<file path="src/logic/sbrg_defs.vh">
/*
 holds: register offsets, field positions, reset values and divide
 ratios of the serial bit-rate generator.
 assumes: included by bare name from the top design file under logic/.
*/
// Contract
// - bit rate is derived from the block's own system clock.
// - receive pin is sampled three times per bit, level by majority vote.
// - async, 8-bit, low speed: rate is clock over 64 times divisor plus one.
// - async, 8-bit, high speed: rate is clock over 16 times divisor plus one.
// - async, 16-bit, low speed: rate is clock over 16 times divisor plus one.
// - clocked mode: clock over 4 times divisor plus one, speed bit ignored.
// - divisor is the low byte alone unless wide select is set, then high and low bytes combined.
// - writing either divisor byte clears the divider timer at once.
// - divider defaults to 8-bit width, high byte ignored until wide select.
`ifndef SBRG_DEFS_VH
`define SBRG_DEFS_VH

// ----------------------------------------------------------------
// register map, word offsets (address bits 4:2), one word each
// ----------------------------------------------------------------
`define SBRG_OFS_TX_CTL 3'h0
`define SBRG_OFS_RX_CTL 3'h1
`define SBRG_OFS_RATE_CTL 3'h2
`define SBRG_OFS_DIV_HIGH 3'h3
`define SBRG_OFS_DIV_LOW 3'h4
`define SBRG_OFS_STATUS 3'h5
`define SBRG_PORT_SEL_BIT 5
`define SBRG_ADDR_USED_MSB 5

// ----------------------------------------------------------------
// field positions
// ----------------------------------------------------------------
`define SBRG_TX_SYNC_BIT 4
`define SBRG_TX_HIGH_SPEED_BIT 2
`define SBRG_RX_ENABLE_BIT 7
`define SBRG_RATE_INVERT_BIT 5
`define SBRG_RATE_WIDE_BIT 3
`define SBRG_ST_LEVEL_BIT 0
`define SBRG_ST_SER_CLK_BIT 1

// ----------------------------------------------------------------
// reset values and writable masks
// ----------------------------------------------------------------
`define SBRG_TX_RESET 8'h00
`define SBRG_TX_WMASK 8'hFD
`define SBRG_TX_ROVAL 8'h02
`define SBRG_RX_RESET 8'h00
`define SBRG_RX_WMASK 8'hF8
`define SBRG_RATE_RESET 8'h00
`define SBRG_RATE_WMASK 8'hBB
`define SBRG_RATE_ROVAL 8'h40
`define SBRG_DIV_RESET 8'h00

// ----------------------------------------------------------------
// prescale ratios between timer ticks and bit time
// ----------------------------------------------------------------
`define SBRG_PRE_64 7'h40
`define SBRG_PRE_16 7'h10
`define SBRG_PRE_4 7'h04

`endif

</file>
<file path="src/logic/sbrg_vote.v">
/*
 holds: receive pin synchroniser and three-sample majority vote.
 assumes: i_sample and i_decide are one-cycle strobes on i_mclk.
*/
`timescale 1ns/1ps
`default_nettype none

module sbrg_vote (
    input wire i_mclk,
    input wire i_sys_rst,
    input wire i_pin,
    input wire i_invert,
    input wire i_sample,
    input wire i_decide,
    output reg o_level,
    output reg o_valid
);

// ----------------------------------------------------------------
// two-flop synchroniser; first stage feeds only the second
// ----------------------------------------------------------------
reg meta_reg;
reg sync_reg;
reg [2:0] hist_reg;
wire cur;
wire [2:0] trio;

always @(posedge i_mclk) begin
    if (i_sys_rst) begin
        meta_reg <= 1'b1;
        sync_reg <= 1'b1;
    end else begin
        meta_reg <= i_pin;
        sync_reg <= meta_reg;
    end
end

assign cur = sync_reg ^ i_invert;
// the vote must use the three mid-bit samples, not the live pin level
assign trio = i_sample ? {hist_reg[1:0], cur} : hist_reg;

// ----------------------------------------------------------------
// vote; the last sample may land in the deciding cycle
// ----------------------------------------------------------------
always @(posedge i_mclk) begin
    if (i_sys_rst) begin
        hist_reg <= 3'h7;
        o_level <= 1'b1;
        o_valid <= 1'b0;
    end else begin
        o_valid <= i_decide;
        if (i_sample) begin
            hist_reg <= {hist_reg[1:0], cur};
        end
        if (i_decide) begin
            o_level <= (trio[0] & trio[1]) | (trio[0] & trio[2]) | (trio[1] & trio[2]);
        end
    end
end

endmodule

`default_nettype wire

</file>
<file path="src/logic/sbrg_top.v">
/*
 holds: two-port serial bit-rate generator with its control registers
 on an avalon-mm slave, and the receive-pin majority samplers.
 assumes: one clock i_mclk, synchronous active-high reset, receive
 pins asynchronous to i_mclk.
*/
// Design decisions made here: the register addresses and register access over Avalon-MM.
`include "sbrg_defs.vh"
`timescale 1ns/1ps
`default_nettype none

module sbrg_top #(
    parameter PORTS = 2
) (
    input wire i_mclk,
    input wire i_sys_rst,
    input wire [7:0] i_avs_address,
    input wire i_avs_read,
    input wire i_avs_write,
    input wire [31:0] i_avs_writedata,
    input wire [3:0] i_avs_byteenable,
    output reg [31:0] o_avs_readdata,
    output wire o_avs_waitrequest,
    input wire [PORTS-1:0] i_receive_pin,
    output wire [PORTS-1:0] o_bit_tick,
    output wire [PORTS-1:0] o_sample_tick,
    output wire [PORTS-1:0] o_ser_clk,
    output wire [PORTS-1:0] o_rx_level,
    output wire [PORTS-1:0] o_rx_valid
);

// ----------------------------------------------------------------
// bus handshake
// ----------------------------------------------------------------
// every access waits exactly one cycle; read data are registered in
// the wait cycle, while waitrequest is high, so they stand at the accepting edge
reg ack_reg;
wire req;
wire wr_take;
wire [2:0] reg_sel;
wire port_sel;
wire addr_hit;

assign req = i_avs_read | i_avs_write;
assign o_avs_waitrequest = req & ~ack_reg;
assign wr_take = i_avs_write & ack_reg & i_avs_byteenable[0];
assign reg_sel = i_avs_address[4:2];
assign port_sel = i_avs_address[`SBRG_PORT_SEL_BIT];
assign addr_hit = (i_avs_address[1:0] == 2'h0)
    && (i_avs_address[7:`SBRG_ADDR_USED_MSB+1] == 2'h0)
    && (reg_sel <= `SBRG_OFS_STATUS)
    && ({31'h0, port_sel} < PORTS);

always @(posedge i_mclk) begin
    if (i_sys_rst) begin
        ack_reg <= 1'b0;
    end else begin
        ack_reg <= req & ~ack_reg;
    end
end

// ----------------------------------------------------------------
// per-port registers, divider and sampler
// ----------------------------------------------------------------
wire [8*PORTS-1:0] rd_tx;
wire [8*PORTS-1:0] rd_rx;
wire [8*PORTS-1:0] rd_rate;
wire [8*PORTS-1:0] rd_dh;
wire [8*PORTS-1:0] rd_dl;
wire [8*PORTS-1:0] rd_st;

genvar g;
generate
for (g = 0; g < PORTS; g = g + 1) begin : gen_port
    reg [7:0] tx_ctl_reg;
    reg [7:0] rx_ctl_reg;
    reg [7:0] rate_ctl_reg;
    reg [7:0] div_high_reg;
    reg [7:0] div_low_reg;
    reg [15:0] timer_reg;
    reg [6:0] pre_reg;
    reg ser_clk_reg;
    reg tick_reg;
    reg samp_reg;
    wire mine;
    wire div_wr;
    wire sync_mode;
    wire high_speed;
    wire wide;
    wire run;
    wire [15:0] reload;
    wire [6:0] ratio;
    wire [6:0] half;
    wire tick;
    wire last_pre;
    wire in_window;

    assign mine = wr_take && addr_hit && ({31'h0, port_sel} == g);
    assign div_wr = mine && ((reg_sel == `SBRG_OFS_DIV_HIGH)
        || (reg_sel == `SBRG_OFS_DIV_LOW));

    // ------------------------------------------------------------
    // software registers
    // ------------------------------------------------------------
    always @(posedge i_mclk) begin
        if (i_sys_rst) begin
            tx_ctl_reg <= `SBRG_TX_RESET;
            rx_ctl_reg <= `SBRG_RX_RESET;
            rate_ctl_reg <= `SBRG_RATE_RESET;
            div_high_reg <= `SBRG_DIV_RESET;
            div_low_reg <= `SBRG_DIV_RESET;
        end else if (mine) begin
            case (reg_sel)
                `SBRG_OFS_TX_CTL: begin
                    tx_ctl_reg <= i_avs_writedata[7:0] & `SBRG_TX_WMASK;
                end
                `SBRG_OFS_RX_CTL: begin
                    rx_ctl_reg <= i_avs_writedata[7:0] & `SBRG_RX_WMASK;
                end
                `SBRG_OFS_RATE_CTL: begin
                    rate_ctl_reg <= i_avs_writedata[7:0] & `SBRG_RATE_WMASK;
                end
                `SBRG_OFS_DIV_HIGH: begin
                    div_high_reg <= i_avs_writedata[7:0];
                end
                `SBRG_OFS_DIV_LOW: begin
                    div_low_reg <= i_avs_writedata[7:0];
                end
                default: begin
                    div_low_reg <= div_low_reg;
                end
            endcase
        end
    end

    // ------------------------------------------------------------
    // mode decode
    // ------------------------------------------------------------
    assign sync_mode = tx_ctl_reg[`SBRG_TX_SYNC_BIT];
    assign high_speed = tx_ctl_reg[`SBRG_TX_HIGH_SPEED_BIT];
    assign wide = rate_ctl_reg[`SBRG_RATE_WIDE_BIT];
    // port disabled holds the divider in reset
    assign run = rx_ctl_reg[`SBRG_RX_ENABLE_BIT];

    assign reload = wide ? {div_high_reg, div_low_reg}
        : {8'h00, div_low_reg};

    assign ratio = sync_mode ? `SBRG_PRE_4 :
        (!wide && !high_speed) ? `SBRG_PRE_64 :
        (!wide && high_speed) ? `SBRG_PRE_16 :
        (wide && !high_speed) ? `SBRG_PRE_16 :
        `SBRG_PRE_4;
    assign half = {1'b0, ratio[6:1]};

    // ------------------------------------------------------------
    // free-running timer on the system clock
    // ------------------------------------------------------------
    // no clock-frequency knowledge here: the rate simply scales
    // with i_mclk, so a clock change needs a new divisor
    assign tick = run && (timer_reg == reload);
    assign last_pre = (pre_reg == ratio - 7'h01);
    assign in_window = (pre_reg == half - 7'h01) || (pre_reg == half)
        || (pre_reg == half + 7'h01);

    always @(posedge i_mclk) begin
        if (i_sys_rst || !run || div_wr) begin
            timer_reg <= 16'h0000;
        end else if (tick) begin
            timer_reg <= 16'h0000;
        end else begin
            timer_reg <= timer_reg + 16'h0001;
        end
    end

    // a mode change mid-bit can leave pre_reg above the new ratio;
    // the wrap on any value at or past the end recovers in one bit
    always @(posedge i_mclk) begin
        if (i_sys_rst || !run || div_wr) begin
            pre_reg <= 7'h00;
        end else if (tick) begin
            if (pre_reg >= ratio - 7'h01) begin
                pre_reg <= 7'h00;
            end else begin
                pre_reg <= pre_reg + 7'h01;
            end
        end
    end

    always @(posedge i_mclk) begin
        if (i_sys_rst || !run) begin
            tick_reg <= 1'b0;
            samp_reg <= 1'b0;
            ser_clk_reg <= 1'b0;
        end else begin
            tick_reg <= tick && last_pre;
            samp_reg <= tick && in_window;
            ser_clk_reg <= sync_mode && (pre_reg < half);
        end
    end

    assign o_bit_tick[g] = tick_reg;
    assign o_sample_tick[g] = samp_reg;
    assign o_ser_clk[g] = ser_clk_reg;

    // ------------------------------------------------------------
    // receive pin sampling
    // ------------------------------------------------------------
    sbrg_vote u_vote (
        .i_mclk(i_mclk),
        .i_sys_rst(i_sys_rst),
        .i_pin(i_receive_pin[g]),
        .i_invert(rate_ctl_reg[`SBRG_RATE_INVERT_BIT]),
        .i_sample(samp_reg),
        .i_decide(tick_reg),
        .o_level(o_rx_level[g]),
        .o_valid(o_rx_valid[g])
    );

    // ------------------------------------------------------------
    // read-back images
    // ------------------------------------------------------------
    assign rd_tx[8*g+7:8*g] = tx_ctl_reg | `SBRG_TX_ROVAL;
    assign rd_rx[8*g+7:8*g] = rx_ctl_reg;
    assign rd_rate[8*g+7:8*g] = rate_ctl_reg | `SBRG_RATE_ROVAL;
    assign rd_dh[8*g+7:8*g] = div_high_reg;
    assign rd_dl[8*g+7:8*g] = div_low_reg;
    assign rd_st[8*g+7:8*g] = {6'h00, ser_clk_reg, o_rx_level[g]};
end
endgenerate

// ----------------------------------------------------------------
// read mux
// ----------------------------------------------------------------
reg [7:0] rd_byte;
integer p;

always @* begin
    rd_byte = 8'h00;
    for (p = 0; p < PORTS; p = p + 1) begin
        if (addr_hit && ({31'h0, port_sel} == p)) begin
            case (reg_sel)
                `SBRG_OFS_TX_CTL: begin
                    rd_byte = rd_tx[8*p +: 8];
                end
                `SBRG_OFS_RX_CTL: begin
                    rd_byte = rd_rx[8*p +: 8];
                end
                `SBRG_OFS_RATE_CTL: begin
                    rd_byte = rd_rate[8*p +: 8];
                end
                `SBRG_OFS_DIV_HIGH: begin
                    rd_byte = rd_dh[8*p +: 8];
                end
                `SBRG_OFS_DIV_LOW: begin
                    rd_byte = rd_dl[8*p +: 8];
                end
                `SBRG_OFS_STATUS: begin
                    rd_byte = rd_st[8*p +: 8];
                end
                default: begin
                    rd_byte = 8'h00;
                end
            endcase
        end
    end
end

// unmapped reads answer zero; data load while waitrequest is high
always @(posedge i_mclk) begin
    if (i_sys_rst) begin
        o_avs_readdata <= 32'h00000000;
    end else if (i_avs_read && !ack_reg) begin
        o_avs_readdata <= {24'h000000, rd_byte};
    end
end

endmodule

`default_nettype wire

</file>
<file path="config.mk">
export PLATFORM = sky130hd
export DESIGN_NAME = sbrg_top
export DESIGN_NICKNAME = d
export VERILOG_FILES = /design/src/logic/sbrg_vote.v /design/src/logic/sbrg_top.v
export VERILOG_INCLUDE_DIRS = /design/src /design/src/logic
export SDC_FILE = /design/constraint.sdc
export NUM_CORES = 1
export LEC_CHECK = 0
export BUFFER_PORTS_ARGS = -buffer_cell sky130_fd_sc_hd__clkbuf_2
export CAP_MARGIN = 20
export CORE_MARGIN = 2
export CORE_UTILIZATION = 40
export DETAILED_ROUTE_END_ITERATION = 16
export PLACE_DENSITY = 0.57
export SLEW_MARGIN = 20
export SYNTH_ARGS = -nofsm -noshare
export SYNTH_HDL_FRONTEND = slang
export SYNTH_SLANG_ARGS = --single-unit
</file>
<file path="constraint.sdc">
create_clock -name i_mclk -period 8.1 [get_ports i_mclk]
set_input_delay 2.43 -clock i_mclk [delete_from_list [all_inputs] [get_ports i_mclk]]
set_output_delay 2.43 -clock i_mclk [all_outputs]
set_load 0.03 [all_outputs]
</file>
==> impl_metrics.env, run 1 <==
export IMPL_status="complete, no violations"
export IMPL_insertion_delay_ns=0.43
export IMPL_fmax_mhz=188
export IMPL_cp_slowest_stage_delay_ns=0.18
export IMPL_end_kind="output port"
export IMPL_nets=970
export IMPL_met3WireLength_um=773
export IMPL_grt_pass1_wl_mm=30.2
export IMPL_rows=50
export IMPL_m1WireLength_mm=9.47
export IMPL_port_buffers=41
export IMPL_postCtsSetupBuffers=0
export IMPL_drtPass1Iterations=5
export IMPL_min_to="gen_port[0].u_vote.sync_reg"
export IMPL_ys_flop_type="dfxtp_1"
export IMPL_path_buf_inv=2
export IMPL_drv_cap=0
export IMPL_layout_drive_gt1_share_pct=10.2
export IMPL_dp_hpwl_mm=13.0
export IMPL_ys_ff_latch=143
export IMPL_synth_area_um2=7500
export IMPL_coreArea_um2=18600
export IMPL_detail_route_iter0_violations=447
export IMPL_holdCritStartpoint="gen_port[0].u_vote.meta_reg"
export IMPL_fill_cells=1830
export IMPL_setup_viol=0
export IMPL_p_leak_uw=0.00311
export IMPL_initial_core_util_pct=40.4
export IMPL_path_cells="clkbuf_2 > nor2_1 > nor2_1 > clkbuf_2"
export IMPL_async_flop_share_pct=0
export IMPL_grt_total_usage_pct=19.1
export IMPL_r2r_setup_slack_ns=4.58
export IMPL_tns_ns=0
export IMPL_p_per_area_nw_per_um2=190
export IMPL_critPathLaunchType="primary input"
export IMPL_overflow=0
export IMPL_cp_top_family="buffers and inverters"
export IMPL_n_antenna_cell=0
export IMPL_synth_enable_flop_cells=0
export IMPL_rsz0062_at_grt="false"
export IMPL_topRoutingLayerUsed="met4"
export IMPL_stdcell_count=1140
export IMPL_arrival_ns=2.88
export IMPL_grt_pass1_vias=5679
export IMPL_path_max_fanout=2
export IMPL_drc=0
export IMPL_finalWirelength_mm=18.5
export IMPL_numCtsBuffers=17
export IMPL_drtAntennaViolNets=0
export IMPL_ys_seq_area_share_pct=38.1
export IMPL_largest_reg_flops=32
export IMPL_cts_htree_levels=4
export IMPL_placed_cells=1109
export IMPL_fin_crit_sh_pct=65.5
export IMPL_die_w_um=141
export IMPL_die_h_um=141
export IMPL_grt_max_degree=59
export IMPL_clock_path_buffers=2
export IMPL_worst_r2r_cell_count=12
export IMPL_hold_viol=0
export IMPL_path_clk_slew_ns=0.06
export IMPL_min_path_type="flop to flop"
export IMPL_path_class="primary input to output port"
export IMPL_dr_wl_met2_mm=7.79
export IMPL_holdPathStages=1
export IMPL_grt_antenna_before_repair=0
export IMPL_drv_slew=0
export IMPL_cts_root_buf="clkbuf_16"
export IMPL_r2r_end="gen_port[1].pre_reg[5]"
export IMPL_r2r_start="gen_port[1].rate_ctl_reg[3]"
export IMPL_clkSinkCount=143
export IMPL_viasPerCell=5.39
export IMPL_worst_slew_pin_transition_ns=1.14
export IMPL_yosys_warnings=0
export IMPL_period_needed_ns=5.31
export IMPL_gp_congestion=0.834
export IMPL_ir_drop_mv=0.0997
export IMPL_clock_skew_ns=0.0107
export IMPL_drt_wirelength_per_cell_um=16.2
export IMPL_hold_buffers=0
export IMPL_final_util_pct=44.6
export IMPL_slowest_stage="clkbuf_2"
export IMPL_ioPinCount=93
export IMPL_area_delta_synth_final_pct=10.3
export IMPL_slew_headroom_pct=23.7
export IMPL_die_area_um2=19900
export IMPL_worstPathRequired_ns=5.67
export IMPL_syn_inst=883
export IMPL_cts_tree="built"
export IMPL_vias=6147
export IMPL_synth_area_per_cell_um2=8.50
export IMPL_ys_types=62
export IMPL_cts_resized=0
[Yosys cell counts (all sizes together) (4+ instances only)]
library cell  instances  area [um2]
o22ai                 7        43.8
ha                   26         325
buf                  41         299
inv                  26        97.6
mux4                  5         116
a211o                 5        43.8
nor2b                11        68.8
o221ai                5        43.8
a221oi                5        43.8
nand3                31         155
mux2i                52         521
nand2                75         282
or4                   6        52.6
nor4                  5        31.3
or3                   5        36.3
nor2                119         447
o21ai                47         235
a21o                  4        30.0
o211ai                6        45.0
dfxtp               143        2860
nor3                  8        45.0
nand2b                7        43.8
o2bb2ai               4        35.0
or2                   7        43.8
nand4                17         106
nor4bb                5        50.1
and3                 16         103
a22oi                 9        67.6
xnor2                44         385
xor2                 18         158
a21oi                56         284
clkbuf               32         120
[kinds of logic (layout without fill, tap and decap cells)]
| group | count (synthesis) | count (layout) | synth area share (%) |
|---|---|---|---|
| buffers and inverters | 100 | 100 | 6.94 |
| adders and majority gates | 26 | 26 | 4.33 |
| AOI/OAI and AO/OA | 171 | 171 | 14.1 |
| xor gates and xnor gates | 62 | 62 | 7.24 |
| DFF | 143 | 143 | 38.1 |
| muxes | 57 | 57 | 8.49 |
| other | 1 | 24 | 0.0500 |
| and+or+nand+nor | 323 | 323 | 20.7 |
[layer usage]
metal  vias up  global-route usage, %
met5         -                      0
met2       174                   27.8
met3        26                   3.80
li1       3058                      -
met1      2889                   27.9
met4         0                   6.89
[layout make-up]
| class | instances | area [um2] | area share (%) |
|---|---|---|---|
| clock buffers | 19 | 443 | 5.35 |
| clock inverters | 12 | 160 | 1.93 |
| inverters | 27 | 101 | 1.22 |
| multi-input cells | 663 | 4210 | 50.8 |
| flip-flops and latches | 143 | 2860 | 34.6 |
| well taps | 234 | 293 | 3.54 |
| repair buffers | 42 | 213 | 2.57 |
[layout by cell type (no fill, tap or decap), types with 4 or more instances in the layout]
master / Yosys / final
dfxtp_1: 143 / 143
nor2_1: 119 / 119
nand2_1: 75 / 75
a21oi_1: 55 / 55
mux2i_1: 52 / 52
o21ai_0: 47 / 47
xnor2_1: 44 / 44
clkbuf_2: 0 / 40
nand3_1: 31 / 31
inv_1: 26 / 26
ha_1: 26 / 26
conb_1: 1 / 24
xor2_1: 18 / 18
nand4_1: 17 / 17
clkbuf_16: 0 / 17
and3_1: 14 / 14
nor2b_1: 11 / 11
a22oi_1: 9 / 9
nand2b_1: 7 / 7
or2_2: 7 / 7
o22ai_1: 7 / 7
nor3_1: 7 / 7
o211ai_1: 6 / 6
nor4_1: 5 / 5
nor4bb_1: 5 / 5
a221oi_1: 5 / 5
a211o_1: 5 / 5
o221ai_1: 5 / 5
or3_1: 4 / 4
a21o_1: 4 / 4
or4_1: 4 / 4
o2bb2ai_1: 4 / 4
mux4_2: 4 / 4
clkinvlp_4: 0 / 4
[stage by stage]
stage / instance area [um2] / worst slack [ns] / hold slack, ns / total power (uW)
2_1_floorplan: 7590 / 2.80 / 0.389 / 778
6_report: 8280 / 2.79 / 0.412 / 1580
5_1_grt: 8280 / 2.75 / 0.433 / 1630
4_1_cts: 8280 / 2.79 / 0.418 / 1590
3_5_place_dp: 7680 / 2.79 / 0.403 / 788
3_3_place_gp: 7680 / 2.79 / 0.397 / 788
[power breakdown]
part	total [uW]	switching, uW	internal, uW	leakage (uW)
Combinational	67.2	53.3	14.0	0.00167
Clock	804	311	493	0.000282
Sequential	706	0.980	705	0.00115
Total	1580	365	1210	0.00311
[worst reg2reg max path, cell delays in order (launching register included)]
cell      delay, ns
dfxtp_1        0.56
inv_1          0.20
ha_1           0.34
nand2b_1       0.10
ha_1           0.23
xnor2_1        0.19
ha_1           0.26
and3_1         0.22
a221oi_1       0.28
o21ai_0        0.20
or2_2          0.33
or4_1          0.46
nand3_1        0.09
[how the worst max path moves through the flow]
stage,from,end,slack [ns],cells after the start
6_report,i_avs_write,o_avs_waitrequest,2.79,4
5_1_grt,i_avs_write,o_avs_waitrequest,2.75,4
4_1_cts,i_avs_write,o_avs_waitrequest,2.79,4
3_5_place_dp,i_avs_write,o_avs_waitrequest,2.79,4
3_3_place_gp,i_avs_write,o_avs_waitrequest,2.79,4
2_1_floorplan,i_avs_write,o_avs_waitrequest,2.80,2
(Power assumes the default switching activity.)
==> run 2: changes to the inputs <==
- PLACE_DENSITY: 0.57 -> 0.59
- clock period: 8.1 -> 4.6 ns (I/O delays scaled with it)
==> impl_metrics.env, run 2 (synthesis gave the netlist of run 1 again) <==
export IMPL_slew_headroom_pct=37.0
export IMPL_fill_cells=1846
export IMPL_path_clk_slew_ns=0.06
export IMPL_ioPinCount=93
export IMPL_drtPass1Iterations=5
export IMPL_dp_hpwl_mm=13.1
export IMPL_holdCritStartpoint="gen_port[0].u_vote.meta_reg"
export IMPL_final_util_pct=45.1
export IMPL_grt_pass1_wl_mm=30.2
export IMPL_drv_cap=0
export IMPL_overflow=0
export IMPL_p_leak_uw=0.00318
export IMPL_critPathLaunchType="flop"
export IMPL_status="complete, no violations"
export IMPL_arrival_ns=3.87
export IMPL_p_per_area_nw_per_um2=348
export IMPL_die_w_um=141
export IMPL_cts_root_buf="clkbuf_16"
export IMPL_path_max_fanout=12
export IMPL_ir_drop_mv=0.203
export IMPL_nets=977
export IMPL_fin_crit_sh_pct=76.0
export IMPL_p_sw_uw=630
export IMPL_p_seq_share_pct=42.6
export IMPL_path_cells="inv_1 > ha_1 > nand2b_1 > ha_1 > xnor2_1 > ha_1 > and3_1 > a221oi_1 > o21ai_0 > or2_2 > or4_1 > nand3_1"
export IMPL_period_needed_ns=3.50
export IMPL_worstPathRequired_ns=4.97
export IMPL_rsz0062_at_grt="false"
export IMPL_viasPerCell=5.30
export IMPL_cp_top_family="simple AND/OR/NAND/NOR gates"
export IMPL_worst_r2r_cell_count=12
export IMPL_drc=0
export IMPL_end_kind="flop"
export IMPL_p_sw_share_pct=21.6
export IMPL_clockPowerShare_pct=53.3
export IMPL_hold_viol=0
export IMPL_detail_route_iter0_violations=429
export IMPL_finalWirelength_mm=18.6
export IMPL_intPower_uw=2290
export IMPL_placed_cells=1116
export IMPL_crit_start="gen_port[1].rate_ctl_reg[3]"
export IMPL_stdcell_count=1147
export IMPL_grt_pass1_vias=5574
export IMPL_worst_slew_pin_transition_ns=0.946
export IMPL_min_path_type="flop to flop"
export IMPL_drt_wirelength_per_cell_um=16.2
export IMPL_gp_congestion=0.816
export IMPL_n_antenna_cell=0
export IMPL_rows=50
export IMPL_setup_viol=0
export IMPL_cts_htree_levels=4
export IMPL_area_delta_synth_final_pct=11.8
export IMPL_final_common_cell="dfxtp_1"
export IMPL_postCtsSetupBuffers=0
export IMPL_path_class="flop to flop"
export IMPL_p_comb_share_pct=4.1
export IMPL_multi_input_area_um2=4210
export IMPL_largest_reg_flops=32
export IMPL_grt_total_usage_pct=19.2
export IMPL_r2r_start="gen_port[1].rate_ctl_reg[3]"
export IMPL_cp_num_cells=12
export IMPL_layout_drive_gt1_share_pct=10.8
export IMPL_port_buffers=41
export IMPL_path_buf_inv=1
export IMPL_coreArea_um2=18600
export IMPL_hold_buffers=0
export IMPL_ff_latch_area_um2=2860
export IMPL_clock_skew_ns=0.00548
export IMPL_holdPathStages=1
export IMPL_die_area_um2=19900
export IMPL_cp_common_cell="ha_1"
export IMPL_grt_antenna_before_repair=0
export IMPL_die_h_um=141
export IMPL_slowest_stage="dfxtp_1"
export IMPL_final_cell_mix="dfxtp_1, nor2_1, nand2_1, a21oi_1, mux2i_1"
export IMPL_drv_slew=0
export IMPL_cts_resized=0
export IMPL_insertion_delay_ns=0.43
export IMPL_vias=6074
export IMPL_initial_core_util_pct=40.4
export IMPL_cts_tree="built"
export IMPL_cp_slowest_stage_delay_ns=0.57
export IMPL_clock_path_buffers=2
export IMPL_numCtsBuffers=17
export IMPL_grt_max_degree=92
export IMPL_clkSinkCount=143
export IMPL_fmax_mhz=286
export IMPL_tns_ns=0
export IMPL_drtAntennaViolNets=0
## run 2: area by class of cell
type                       instances  share of cell area [%]
clock buffer                      19                    5.28
clock inverter                    12                    2.57
inverter                          27                    1.21
multi-input combinational        663                    50.2
sequential                       143                    34.1
tap                              234                    3.49
timing repair buffer              49                    3.16
## run 2: power groups by stage
stage	Clock [uW]	Combinational (uW)	Sequential [uW]
2_1_floorplan	0	98.6	1270
3_3_place_gp	0	121	1270
3_5_place_dp	0	120	1270
4_1_cts	1580	120	1240
5_1_grt	1630	130	1240
6_report	1560	121	1240
## run 2: metrics by stage
stage / hold WS, ns / setup WS, ns / power (uW) / area [um2]
floorplan: 0.389 / 1.40 / 1370 / 7590
CTS: 0.402 / 1.09 / 2950 / 8390
global placement: 0.395 / 0.771 / 1390 / 7730
finish: 0.403 / 1.10 / 2920 / 8390
global route: 0.412 / 0.850 / 3000 / 8390
detailed placement: 0.394 / 0.755 / 1390 / 7730
## run 2: final timing paths
| path | end | slack (ns) |
|---|---|---|
| max | gen_port[1].pre_reg[5] | 1.10 |
| min | gen_port[0].u_vote.sync_reg | 0.40 |
| max reg2reg | gen_port[1].pre_reg[5] | 1.10 |
| min reg2reg | gen_port[0].u_vote.sync_reg | 0.40 |
## run 2: routing by layer
metal	vias up	GRT usage, %	wire length [um]
met2	115	29.2	8160
li1	3074	-	-
met5	-	0	0
met4	0	6.53	344
met3	20	3.02	577
met1	2865	27.8	9470
